--- src/timer16_pkg.sv ---
package timer16_pkg;
	// ==================================================
	// register indices on the byte-wide cpu port
	localparam logic [3:0] ADDR_ACTION_CTRL = 4'h0;
	localparam logic [3:0] ADDR_MODE_CTRL = 4'h1;
	localparam logic [3:0] ADDR_COUNT_LO = 4'h2;
	localparam logic [3:0] ADDR_COUNT_HI = 4'h3;
	localparam logic [3:0] ADDR_CMPA_LO = 4'h4;
	localparam logic [3:0] ADDR_CMPA_HI = 4'h5;
	localparam logic [3:0] ADDR_CMPB_LO = 4'h6;
	localparam logic [3:0] ADDR_CMPB_HI = 4'h7;
	localparam logic [3:0] ADDR_CAPT_LO = 4'h8;
	localparam logic [3:0] ADDR_CAPT_HI = 4'h9;
	// ==================================================
	// field positions
	localparam int ACTION_A_POS = 6;
	localparam int ACTION_B_POS = 4;
	localparam int WAVE_LO_POS = 0;
	localparam int WAVE_HI_POS = 3;
	localparam logic [7:0] ACTION_CTRL_MASK = 8'hf3;
	localparam logic [7:0] MODE_CTRL_MASK = 8'h18;
	localparam logic [7:0] ACTION_CTRL_RESET = 8'h00;
	localparam logic [7:0] MODE_CTRL_RESET = 8'h00;
	localparam logic [7:0] LATCH_RESET = 8'h00;
	localparam logic [15:0] WIDE_RESET = 16'h0000;
	// ==================================================
	// output action codes
	localparam logic [1:0] ACT_OFF = 2'h0;
	localparam logic [1:0] ACT_TOGGLE = 2'h1;
	localparam logic [1:0] ACT_LOW = 2'h2;
	localparam logic [1:0] ACT_HIGH = 2'h3;
	typedef enum logic [1:0] {WAVE_NONPWM, WAVE_FAST, WAVE_DUAL} wave_class_type;
endpackage

--- src/wide_reg_if.sv ---
`timescale 1ns/1ps
// write port of the wide register bank
interface wide_reg_if;
	logic [1:0] wr_sel;
	logic wr_en;
	logic [15:0] wr_data;
	logic [15:0] count;
	logic [15:0] cmp_a;
	logic [15:0] cmp_b;
	logic [15:0] capt;
	modport ctrl (output wr_sel, output wr_en, output wr_data, input count, input cmp_a, input cmp_b, input capt);
	modport bank (input wr_sel, input wr_en, input wr_data, output count, output cmp_a, output cmp_b, output capt);
endinterface

--- src/wide_reg_bank.sv ---
`timescale 1ns/1ps
// four 16-bit registers, each loaded whole in one cycle
module wide_reg_bank
	import timer16_pkg::*;
(
	input wire logic clk, // io clock
	input wire logic rst, // async reset
	input wire logic ce, // clock enable
	input wire logic [15:0] count_in, // running count from counter
	input wire logic count_upd, // counter advances count
	input wire logic [15:0] capt_in, // captured count
	input wire logic capt_upd, // capture event
	wide_reg_if.bank wr // write port
);
	logic [15:0] regs_q [4];
	logic [15:0] regs_d [4];

	// ==================================================
	// next values: cpu write wins over the timer's own update
	always_comb begin
		for (int i = 0; i < 4; i++) begin
			regs_d[i] = regs_q[i];
		end
		if (count_upd) begin
			regs_d[0] = count_in;
		end
		if (capt_upd) begin
			regs_d[3] = capt_in;
		end
		if (wr.wr_en) begin
			regs_d[wr.wr_sel] = wr.wr_data;
		end
	end

	always_ff @(posedge clk or posedge rst) begin
		if (rst) begin
			for (int i = 0; i < 4; i++) begin
				regs_q[i] <= WIDE_RESET;
			end
		end else if (ce) begin
			regs_q <= regs_d;
		end
	end

	assign wr.count = regs_q[0];
	assign wr.cmp_a = regs_q[1];
	assign wr.cmp_b = regs_q[2];
	assign wr.capt = regs_q[3];
endmodule

--- src/timer16_access.sv ---
// Operation
// - wide registers reached as two byte transfers
// - one shared high-byte latch per timer
// - low-byte write loads latch plus byte
// - low-byte read copies high half to latch
// - compare reads bypass latch, latch unchanged
// - latch survives low-byte write for reuse
// - nonzero action field overrides port pin
// - pin driver needs direction bit set
// - non-pwm codes: off, toggle, low, high
// - pwm code one: toggle a if top bit
// - fast pwm codes two/three clear/set schemes
// - fast pwm ignores match at top
// - dual-slope codes follow count direction
// - action decoded by four-bit waveform mode
// - waveform mode split across two controls
`timescale 1ns/1ps
module timer16_access
	import timer16_pkg::*;
(
	input wire logic clk, // io clock, 200 MHz
	input wire logic rst, // async reset, active high
	input wire logic ce, // clock enable, freezes state
	input wire logic [3:0] addr, // register index
	input wire logic wr_en, // byte write strobe
	input wire logic rd_en, // byte read strobe
	input wire logic [7:0] wdata, // write byte
	output logic [7:0] rdata, // read byte, registered
	input wire logic [15:0] count_in, // counter's next count
	input wire logic count_upd, // counter advances
	input wire logic [15:0] capt_in, // captured count
	input wire logic capt_upd, // capture event
	input wire logic match_a, // compare match channel a
	input wire logic match_b, // compare match channel b
	input wire logic at_bottom, // counter at bottom
	input wire logic at_top, // counter at top
	input wire logic count_down, // dual slope counting down
	input wire logic dir_a, // port direction for pin a
	input wire logic dir_b, // port direction for pin b
	output logic compare_out_a, // pin a level
	output logic compare_out_b, // pin b level
	output logic override_a, // pin a taken from port
	output logic override_b, // pin b taken from port
	output logic drive_a, // pin a driver enable
	output logic drive_b, // pin b driver enable
	output logic [3:0] waveform_select // mode to counter
);
	wide_reg_if wri ();
	logic [7:0] latch_q, latch_d;
	logic [7:0] action_q, action_d;
	logic [7:0] mode_q, mode_d;
	logic [7:0] rdata_d;
	logic [3:0] wave;
	wave_class_type wclass;
	logic [1:0] act [2];
	logic [1:0] pin_q, pin_d;
	logic [1:0] ovr_d, ovr_q, drv_d, drv_q;
	logic [1:0] match;
	logic [1:0] cmp_at_top;
	logic [1:0] dir;

	wide_reg_bank bank_i (
		.clk(clk),
		.rst(rst),
		.ce(ce),
		.count_in(count_in),
		.count_upd(count_upd),
		.capt_in(capt_in),
		.capt_upd(capt_upd),
		.wr(wri)
	);

	// ==================================================
	// cpu byte access
	// mode split over two
	assign wave = {mode_q[WAVE_HI_POS+1], mode_q[WAVE_HI_POS], action_q[WAVE_LO_POS+1], action_q[WAVE_LO_POS]};

	// low-byte writes commit a whole word; high-byte writes only touch the latch
	always_comb begin
		latch_d = latch_q;
		action_d = action_q;
		mode_d = mode_q;
		wri.wr_en = 1'b0;
		wri.wr_sel = 2'h0;
		wri.wr_data = {latch_q, wdata};
		rdata_d = rdata;
		if (wr_en) begin
			unique case (addr)
				ADDR_ACTION_CTRL: action_d = wdata & ACTION_CTRL_MASK;
				ADDR_MODE_CTRL: mode_d = wdata & MODE_CTRL_MASK;
				ADDR_COUNT_LO, ADDR_CMPA_LO, ADDR_CMPB_LO, ADDR_CAPT_LO: begin
					wri.wr_en = 1'b1;
					wri.wr_sel = addr[2:1] - 2'h1;
				end
				ADDR_COUNT_HI, ADDR_CMPA_HI, ADDR_CMPB_HI, ADDR_CAPT_HI: latch_d = wdata;
				default: ;
			endcase
		end else if (rd_en) begin
			unique case (addr)
				ADDR_ACTION_CTRL: rdata_d = action_q;
				ADDR_MODE_CTRL: rdata_d = mode_q;
				ADDR_COUNT_LO: begin
					rdata_d = wri.count[7:0];
					latch_d = wri.count[15:8];
				end
				ADDR_CAPT_LO: begin
					rdata_d = wri.capt[7:0];
					latch_d = wri.capt[15:8];
				end
				ADDR_CMPA_LO: rdata_d = wri.cmp_a[7:0];
				ADDR_CMPA_HI: rdata_d = wri.cmp_a[15:8];
				ADDR_CMPB_LO: rdata_d = wri.cmp_b[7:0];
				ADDR_CMPB_HI: rdata_d = wri.cmp_b[15:8];
				ADDR_COUNT_HI, ADDR_CAPT_HI: rdata_d = latch_q;
				default: rdata_d = 8'h00;
			endcase
		end
	end

	always_ff @(posedge clk or posedge rst) begin
		if (rst) begin
			latch_q <= LATCH_RESET;
			action_q <= ACTION_CTRL_RESET;
			mode_q <= MODE_CTRL_RESET;
			rdata <= 8'h00;
		end else if (ce) begin
			latch_q <= latch_d;
			action_q <= action_d;
			mode_q <= mode_d;
			rdata <= rdata_d;
		end
	end

	// ==================================================
	// waveform class and compare output logic
	// classify four-bit mode
	always_comb begin
		unique case (wave)
			4'h5, 4'h6, 4'h7, 4'he, 4'hf: wclass = WAVE_FAST;
			4'h1, 4'h2, 4'h3, 4'h8, 4'h9, 4'ha, 4'hb: wclass = WAVE_DUAL;
			default: wclass = WAVE_NONPWM;
		endcase
	end

	// top value per mode; fixed tops plus the register sources
	function automatic logic [15:0] top_of(input logic [3:0] w, input logic [15:0] ca, input logic [15:0] cp);
		unique case (w)
			4'h1, 4'h5: top_of = 16'h00ff;
			4'h2, 4'h6: top_of = 16'h01ff;
			4'h3, 4'h7: top_of = 16'h03ff;
			4'h9, 4'hb, 4'hf, 4'h4: top_of = ca;
			4'h8, 4'ha, 4'he, 4'hc: top_of = cp;
			default: top_of = 16'hffff;
		endcase
	endfunction

	assign act[0] = action_q[ACTION_A_POS +: 2];
	assign act[1] = action_q[ACTION_B_POS +: 2];
	assign match = {match_b, match_a};
	assign dir = {dir_b, dir_a};
	assign cmp_at_top[0] = (wri.cmp_a == top_of(wave, wri.cmp_a, wri.capt));
	assign cmp_at_top[1] = (wri.cmp_b == top_of(wave, wri.cmp_a, wri.capt));

	// per channel: pin level, override and driver enable
	always_comb begin
		for (int c = 0; c < 2; c++) begin
			pin_d[c] = pin_q[c];
			ovr_d[c] = (act[c] != ACT_OFF);
			// code one disconnects unless top bit, and only channel a
			if (wclass != WAVE_NONPWM && act[c] == ACT_TOGGLE && !(wave[3] && c == 0)) begin
				ovr_d[c] = 1'b0;
			end
			drv_d[c] = ovr_d[c] & dir[c];
			unique case (wclass)
				WAVE_NONPWM: begin
					if (match[c]) begin
						unique case (act[c])
							ACT_TOGGLE: pin_d[c] = ~pin_q[c];
							ACT_LOW: pin_d[c] = 1'b0;
							ACT_HIGH: pin_d[c] = 1'b1;
							default: ;
						endcase
					end
				end
				WAVE_FAST: begin
					if (act[c][1] && at_bottom) begin
						pin_d[c] = ~act[c][0];
					end
					if (match[c] && act[c][1] && !(cmp_at_top[c] && at_top)) begin
						pin_d[c] = act[c][0];
					end
					if (match[c] && ovr_d[c] && act[c] == ACT_TOGGLE) begin
						pin_d[c] = ~pin_q[c];
					end
				end
				WAVE_DUAL: begin
					if (match[c] && act[c][1]) begin
						pin_d[c] = act[c][0] ^ count_down;
					end
					if (match[c] && ovr_d[c] && act[c] == ACT_TOGGLE) begin
						pin_d[c] = ~pin_q[c];
					end
				end
				default: ;
			endcase
		end
	end

	always_ff @(posedge clk or posedge rst) begin
		if (rst) begin
			pin_q <= 2'h0;
			ovr_q <= 2'h0;
			drv_q <= 2'h0;
			waveform_select <= 4'h0;
		end else if (ce) begin
			pin_q <= pin_d;
			ovr_q <= ovr_d;
			drv_q <= drv_d;
			waveform_select <= wave;
		end
	end

	assign compare_out_a = pin_q[0];
	assign compare_out_b = pin_q[1];
	assign override_a = ovr_q[0];
	assign override_b = ovr_q[1];
	assign drive_a = drv_q[0];
	assign drive_b = drv_q[1];
endmodule

--- config.mk ---
export PLATFORM = sky130hd
export DESIGN_NAME = timer16_access
export DESIGN_NICKNAME = d
export VERILOG_FILES = /design/src/timer16_pkg.sv /design/src/wide_reg_if.sv /design/src/wide_reg_bank.sv /design/src/timer16_access.sv
export SDC_FILE = /design/constraint.sdc
export NUM_CORES = 1
export LEC_CHECK = 0
export BUFFER_PORTS_ARGS = -buffer_cell sky130_fd_sc_hd__buf_2
export CORE_MARGIN = 2
export CORE_UTILIZATION = 45
export DETAILED_ROUTE_END_ITERATION = 6
export PLACE_DENSITY = 0.72
export SYNTH_ARGS = -nofsm -noshare
export SYNTH_HDL_FRONTEND = slang
export SYNTH_SLANG_ARGS = --single-unit
--- constraint.sdc ---
create_clock -name clk -period 4.27 [get_ports clk]
set_clock_uncertainty 0.15 [all_clocks]
set_input_delay 0.854 -clock clk [delete_from_list [all_inputs] [get_ports clk]]
set_output_delay 0.854 -clock clk [all_outputs]
set_load 0.005 [all_outputs]
==> results of run 1 <==
==> layout by cell type (no fill, tap or decap), types with 4 or more instances in the layout <==
cell / instances
inv_1: 25
a21oi_1: 60
ha_1: 4
o31ai_1: 6
nor3b_1: 5
clkbuf_16: 9
nand3_1: 14
nand2b_1: 13
mux2i_1: 22
o221ai_1: 4
a211oi_1: 5
buf_4: 14
nand2_1: 73
nor3_1: 10
a31oi_1: 9
nor4_1: 5
o211ai_1: 7
nand3b_1: 5
xnor2_1: 9
nor4b_1: 6
dfrtp_1: 98
nor2_1: 57
a211o_1: 4
buf_2: 75
and3_1: 7
mux2_2: 48
or3_1: 10
o21ai_0: 64
a221o_1: 7
xor2_1: 4
nor2b_1: 7
o22ai_1: 40
==> layout make-up <==
| cell class | count | area [um2] |
|---|---|---|
| clock buffer | 10 | 239 |
| clock inverter | 5 | 78.8 |
| fill | 1325 | 6680 |
| inverter | 27 | 104 |
| multi-input combinational | 558 | 3610 |
| sequential | 98 | 2450 |
| tap | 180 | 225 |
| timing repair buffer | 90 | 500 |
==> where the power goes <==
group / switching, W / internal (W) / total (W) / leakage (nW)
Combinational: 0.000618 / 0.000498 / 0.00112 / 1.70
Sequential: 0.000349 / 0.00112 / 0.00147 / 1.19
Clock: 0.000358 / 0.000525 / 0.000883 / 0.158
Total: 0.00132 / 0.00214 / 0.00347 / 3.05
==> per-stage QoR <==
step	std cells	power [W]	utilization
final	968	0.00347	0.519
after global routing	968	0.00365	0.519
after CTS	968	0.00344	0.519
after detailed placement	953	0.00256	0.496
after global placement	953	0.00255	0.496
after floorplan	744	0.00216	-
==> worst max-delay path by stage <==
stage / to / slack, ns / cells past startpoint
final: pin_q[0] / 0.88 / 11
after global routing: pin_q[0] / 0.69 / 11
after CTS: pin_q[0] / 0.95 / 11
after detailed placement: pin_q[0] / 0.97 / 11
after global placement: pin_q[0] / 0.98 / 11
after floorplan: asynchronous set/reset pin / 0.70 / 1
==> critical path, delay by kind of cell, from the launching register on <==
kind | cells | cell delay (ns)
and+or+nand+nor | 4 | 1.36
AOI/OAI and AO/OA | 4 | 0.77
DFF | 1 | 0.53
adders and majority gates | 1 | 0.23
muxes | 1 | 0.18
buffers and inverters | 1 | 0.09
==> metal layers <==
layer | global-route usage | share of wire
met3 | 0.0618 | 0.095
met2 | 0.431 | 0.45
met4 | 0.0874 | 0.022
met1 | 0.395 | 0.43
met5 | 0 | 0
==> cells by family after synthesis <==
kind of cell,synth area share
muxes,0.120
DFF,0.382
and+or+nand+nor,0.177
xor gates and xnor gates,0.0177
adders and majority gates,0.00780
AOI/OAI and AO/OA,0.238
buffers and inverters,0.0569
==> flow_metrics.py, run 1 <==
metrics = {
    "drt": {
        "drt_wl_total_um": 20900,
        "vias_per_cell": 6.37,
        "via_count": 6169,
        "drc": 0,
        "detail-route-antenna-nets": 0,
        "drt_iter0_markers": 708,
        "wl_per_cell_um": 21.6,
        "drt_first_pass_iters": 6,
    },
    "global_route": {
        "antenna_found_initial": 0,
        "grt_start_max_net_pins": 99,
        "track_usage": 0.281,
        "grt_overflow": 0,
        "grt_pass1_vias": 5792,
        "grt_pass1_wl_um": 32300,
    },
    "clocking": {
        "cts-resized-gates": 0,
        "clock_path_buffers": 2,
        "insertion_delay_ns": 0.36,
        "cts_tree": "done",
        "postCtsSetupBuffers": 0,
        "cts_hold_buf": 0,
        "numCtsBuffers": 9,
        "clock-sinks": 98,
        "cts_root_buf": "clkbuf_16",
        "path_clk_slew_ns": 0.07,
        "htree_num_levels": 3,
    },
    "setup_path": {
        "cp_cell_sequence": "or3_1, and2_1, inv_1, ha_1, o21ai_0, nor3b_1, o21ai_0, a22oi_1, nand2_1, o31ai_1, mux2_1",
        "arrival_ns": 3.53,
        "regToRegStartpoint": "action_q[0]",
        "crit_start": "action_q[0]",
        "reg2reg_depth": 11,
        "cpMaxStageDelayCell": "or3_1",
        "worstSetupPathType": "flip-flop to flip-flop",
        "rr_endpoint": "pin_q[0]",
        "required_ns": 4.41,
        "cpPeakStageDelay_ns": 0.57,
        "start_kind": "flip-flop",
        "rrSetupSlack_ns": 0.88,
        "crit_path_end_kind": "flip-flop",
        "cp_common_cell": "o21ai_0",
        "cp_max_fo": 13,
    },
    "yosys": {
        "yosysTopAreaCell": "dfrtp_1",
        "async_reset_ff_frac": 1.00,
        "synth_edf_count": 0,
        "yosys_warnings": 0,
        "synth_nets": 806,
        "synth_common_cells": "dfrtp_1 (98), nand2_1 (73), o21ai_0 (64)",
        "synth_ff_type": "dfrtp_1",
        "synthTopCellsByArea": "dfrtp_1 (38%), mux2_2 (8.4%), o21ai_0 (5.0%), a21oi_1 (4.7%), nand2_1 (4.3%)",
        "syn_area_um2": 6420,
        "synth_top_area_frac": 0.382,
        "avgSynthCellArea_um2": 8.63,
        "yosysMostFrequentCell": "dfrtp_1",
        "yosysSeqAreaShare": 0.382,
        "ys_types": 68,
        "synthCells": 744,
        "ys_ff_latch": 98,
    },
    "min_path": {
        "worst_hold_path_type": "flip-flop to flip-flop",
        "hp-start": "rdata[6]",
        "hold_end": "rdata[6]",
        "whs_path_depth": 2,
    },
    "sta": {
        "max_freq_mhz": 295,
        "fin_ws_ns": 0.880,
        "finalSetupViolations": 0,
        "fin_setup_tns_ns": 0,
        "slew_headroom": 0.386,
        "hold_slack_ns": 0.327,
        "hold_violations": 0,
        "slew_viol_final": 0,
        "post-route-min-period_ns": 3.39,
        "fin_crit_sh": 0.794,
        "rsz0062_at_grt": "false",
        "tightestPinTransition_ns": 0.919,
    },
    "pwr": {
        "powerDensity_nw_per_um2": 481,
        "power_leakage_nw": 3.05,
        "peakVddDrop_mv": 0.375,
    },
    "outcome": {
        "status": "finished clean",
    },
    "cells_and_area": {
        "syn2layout_area_growth_pct": 12.3,
        "antennaDiodeCount": 0,
        "final_area_um2": 7210,
        "fin_nets": 846,
        "drive_gt1_frac": 0.211,
    },
    "place": {
        "gp_congestion": 0.963,
        "hpwl_um": 14900,
        "pre_cts_slack_ns": 0.967,
        "io_buffer_count": 75,
        "placed_cell_area_um2": 6890,
    },
    "floorplan": {
        "num_rows": 43,
        "io_pins": 76,
        "die_x_um": 123,
        "start_util": 0.462,
        "die-area_um2": 15200,
        "coreArea_um2": 13900,
        "chipHeight_um": 123,
    },
    "flow_run": {
        "maxCapViolations": 0,
    },
}
(Power assumes the default switching activity.)
==> inputs of run 2 (changes only) <==
--- a/config.mk
+++ b/config.mk
@@ -9,7 +9,7 @@
 export CORE_MARGIN = 2
 export CORE_UTILIZATION = 45
 export DETAILED_ROUTE_END_ITERATION = 6
-export PLACE_DENSITY = 0.72
+export PLACE_DENSITY = 0.75
 export SYNTH_ARGS = -nofsm -noshare
 export SYNTH_HDL_FRONTEND = slang
 export SYNTH_SLANG_ARGS = --single-unit
==> constraint.sdc (replaced) <==
create_clock -name clk -period 3 [get_ports clk]
set_clock_uncertainty 0.15 [all_clocks]
set_input_delay 0.6 -clock clk [delete_from_list [all_inputs] [get_ports clk]]
set_output_delay 0.6 -clock clk [all_outputs]
set_load 0.005 [all_outputs]
==> run 2 against run 1 <==
Core utilization is 1.5 points higher. Cell count up 3.0%. Worst setup slack got worse by 0.79 ns. Highest routed layer unchanged.
==> flow_metrics.py, run 2 (same netlist as run 1, synthesis figures left out) <==
metrics = {
    "pwr": {
        "powerDensity_nw_per_um2": 673,
        "peakVddDrop_mv": 0.391,
        "seq_power_share": 0.409,
        "power_frac_clock": 0.234,
        "share_comb_of_total_power": 0.357,
        "power_switching_w": 0.00201,
        "sw_frac_of_total": 0.403,
        "internal-power_w": 0.00298,
        "power_leakage_nw": 3.17,
    },
    "sta": {
        "rsz0062_at_grt": "false",
        "fin_ws_ns": 0.0892,
        "post-route-min-period_ns": 2.91,
        "fin_crit_sh": 0.970,
        "hold_violations": 0,
        "tightestPinTransition_ns": 0.949,
        "slew_viol_final": 0,
        "finalSetupViolations": 0,
        "max_freq_mhz": 344,
        "slew_headroom": 0.362,
        "fin_setup_tns_ns": 0,
    },
    "global_route": {
        "track_usage": 0.293,
        "met3_usage": 0.0715,
        "antenna_found_initial": 0,
        "grt_pass1_wl_um": 33500,
        "busiest_layer": "met2",
        "met2_usage": 0.442,
        "grt_util_met1": 0.405,
        "grt_pass1_vias": 5938,
        "grt_start_max_net_pins": 99,
        "grt_overflow": 0,
    },
    "cells_and_area": {
        "layout_common_cells": "dfrtp_1 (97), buf_2 (75), nand2_1 (73), o21ai_0 (64), a21oi_1 (60)",
        "final_common_cell": "dfrtp_1",
        "regArea_um2": 2450,
        "multi_input_area_um2": 3620,
        "fin_nets": 874,
        "final_cells": 997,
        "drive_gt1_frac": 0.244,
        "fillCellCount": 1295,
        "postLayoutCoreUtil": 0.534,
        "antennaDiodeCount": 0,
        "final_area_um2": 7410,
        "syn2layout_area_growth_pct": 15.5,
    },
    "min_path": {
        "worst_hold_path_type": "input port to asynchronous set/reset pin",
    },
    "clocking": {
        "cts_tree": "done",
        "htree_num_levels": 3,
        "cts-resized-gates": 0,
        "cts_hold_buf": 0,
        "clock_path_buffers": 2,
        "clock-sinks": 98,
        "insertion_delay_ns": 0.36,
        "numCtsBuffers": 9,
        "cts_root_buf": "clkbuf_16",
        "postCtsSetupBuffers": 0,
        "path_clk_slew_ns": 0.08,
    },
    "setup_path": {
        "cp_max_fo": 8,
        "reg2reg_depth": 9,
        "start_kind": "flip-flop",
        "crit_path_end_kind": "flip-flop",
        "worstSetupPathType": "flip-flop to flip-flop",
        "rr_endpoint": "pin_q[0]",
        "rrSetupSlack_ns": 0.09,
        "required_ns": 3.10,
        "arrival_ns": 3.01,
        "endpoint": "pin_q[0]",
    },
    "place": {
        "place_inst": 981,
        "placed_cell_area_um2": 7100,
        "hpwl_um": 16000,
        "pre_cts_slack_ns": 0.127,
        "io_buffer_count": 75,
        "gp_congestion": 1.02,
    },
    "drt": {
        "via_count": 6378,
        "drt_first_pass_iters": 6,
        "drc": 0,
        "vias_per_cell": 6.40,
        "detail-route-antenna-nets": 0,
        "wl_per_cell_um": 21.7,
        "drt_wl_total_um": 21700,
        "drt_iter0_markers": 751,
    },
    "floorplan": {
        "coreArea_um2": 13900,
        "start_util": 0.462,
        "io_pins": 76,
        "num_rows": 43,
        "chipHeight_um": 123,
        "die_x_um": 123,
        "die-area_um2": 15200,
    },
    "outcome": {
        "status": "finished clean",
    },
    "flow_run": {
        "maxCapViolations": 0,
    },
}
run 2: cell types whose count changed in the layout (fill, tap and decap cells not counted), moves of 2 or more:
cell	previous run	this run
buf_4	14	42
inv_6	0	3
bufinv_16	2	0
inv_8	0	2
run 2: critical path: stages, from the launching register on:
cell and delay [ns]:
dfrtp_1 0.55, xnor2_1 0.17, nand2_1 0.11, o311ai_0 0.53
nand4b_1 0.23, a2111oi_2 0.25, buf_4 0.19, a21oi_1 0.07
o31a_1 0.25, mux2_1 0.30
run 2: area by class of cell:
type                            count  share of cell area
Clock buffer                        9              0.0304
Clock inverter                      7             0.00945
Multi-Input combinational cell    558               0.489
Timing Repair Buffer              118              0.0959
Sequential cell                    98               0.331
Inverter                           27              0.0142
Tap cell                          180              0.0304
run 2: how the worst min path moves through the flow:
| stage | start | end | slack [ns] | cells after the start |
|---|---|---|---|---|
| floorplan | rdata[0] | rdata[0] | 0.32 | 2 |
| global placement | rdata[1] | rdata[1] | 0.31 | 2 |
| detailed placement | rdata[1] | rdata[1] | 0.32 | 2 |
| CTS | rst | latch_q[5] | 0.25 | 3 |
| global route | rst | bank_i.wr.count[13] | 0.27 | 3 |
| finish | rst | bank_i.wr.count[10] | 0.21 | 3 |
run 2: power by group through the flow:
stage / Clock, W / Sequential, W / Combinational (W)
2_1_floorplan: 0 / 0.00180 / 0.00128
6_report: 0.00117 / 0.00204 / 0.00178
3_5_place_dp: 0 / 0.00204 / 0.00173
5_1_grt: 0.00122 / 0.00207 / 0.00195
4_1_cts: 0.00117 / 0.00201 / 0.00174
3_3_place_gp: 0 / 0.00203 / 0.00172
run 2: routing by layer:
metal,up-vias,routed length [um]
li1,2868,-
met1,3065,9150
met2,383,9560
met3,62,2230
met4,0,728
met5,-,0
run 2: per-stage QoR:
stage / power (W) / hold slack [ns]
finish: 0.00499 / 0.206
global route: 0.00525 / 0.271
CTS: 0.00493 / 0.255
detailed placement: 0.00377 / 0.318
global placement: 0.00375 / 0.315
floorplan: 0.00308 / 0.323
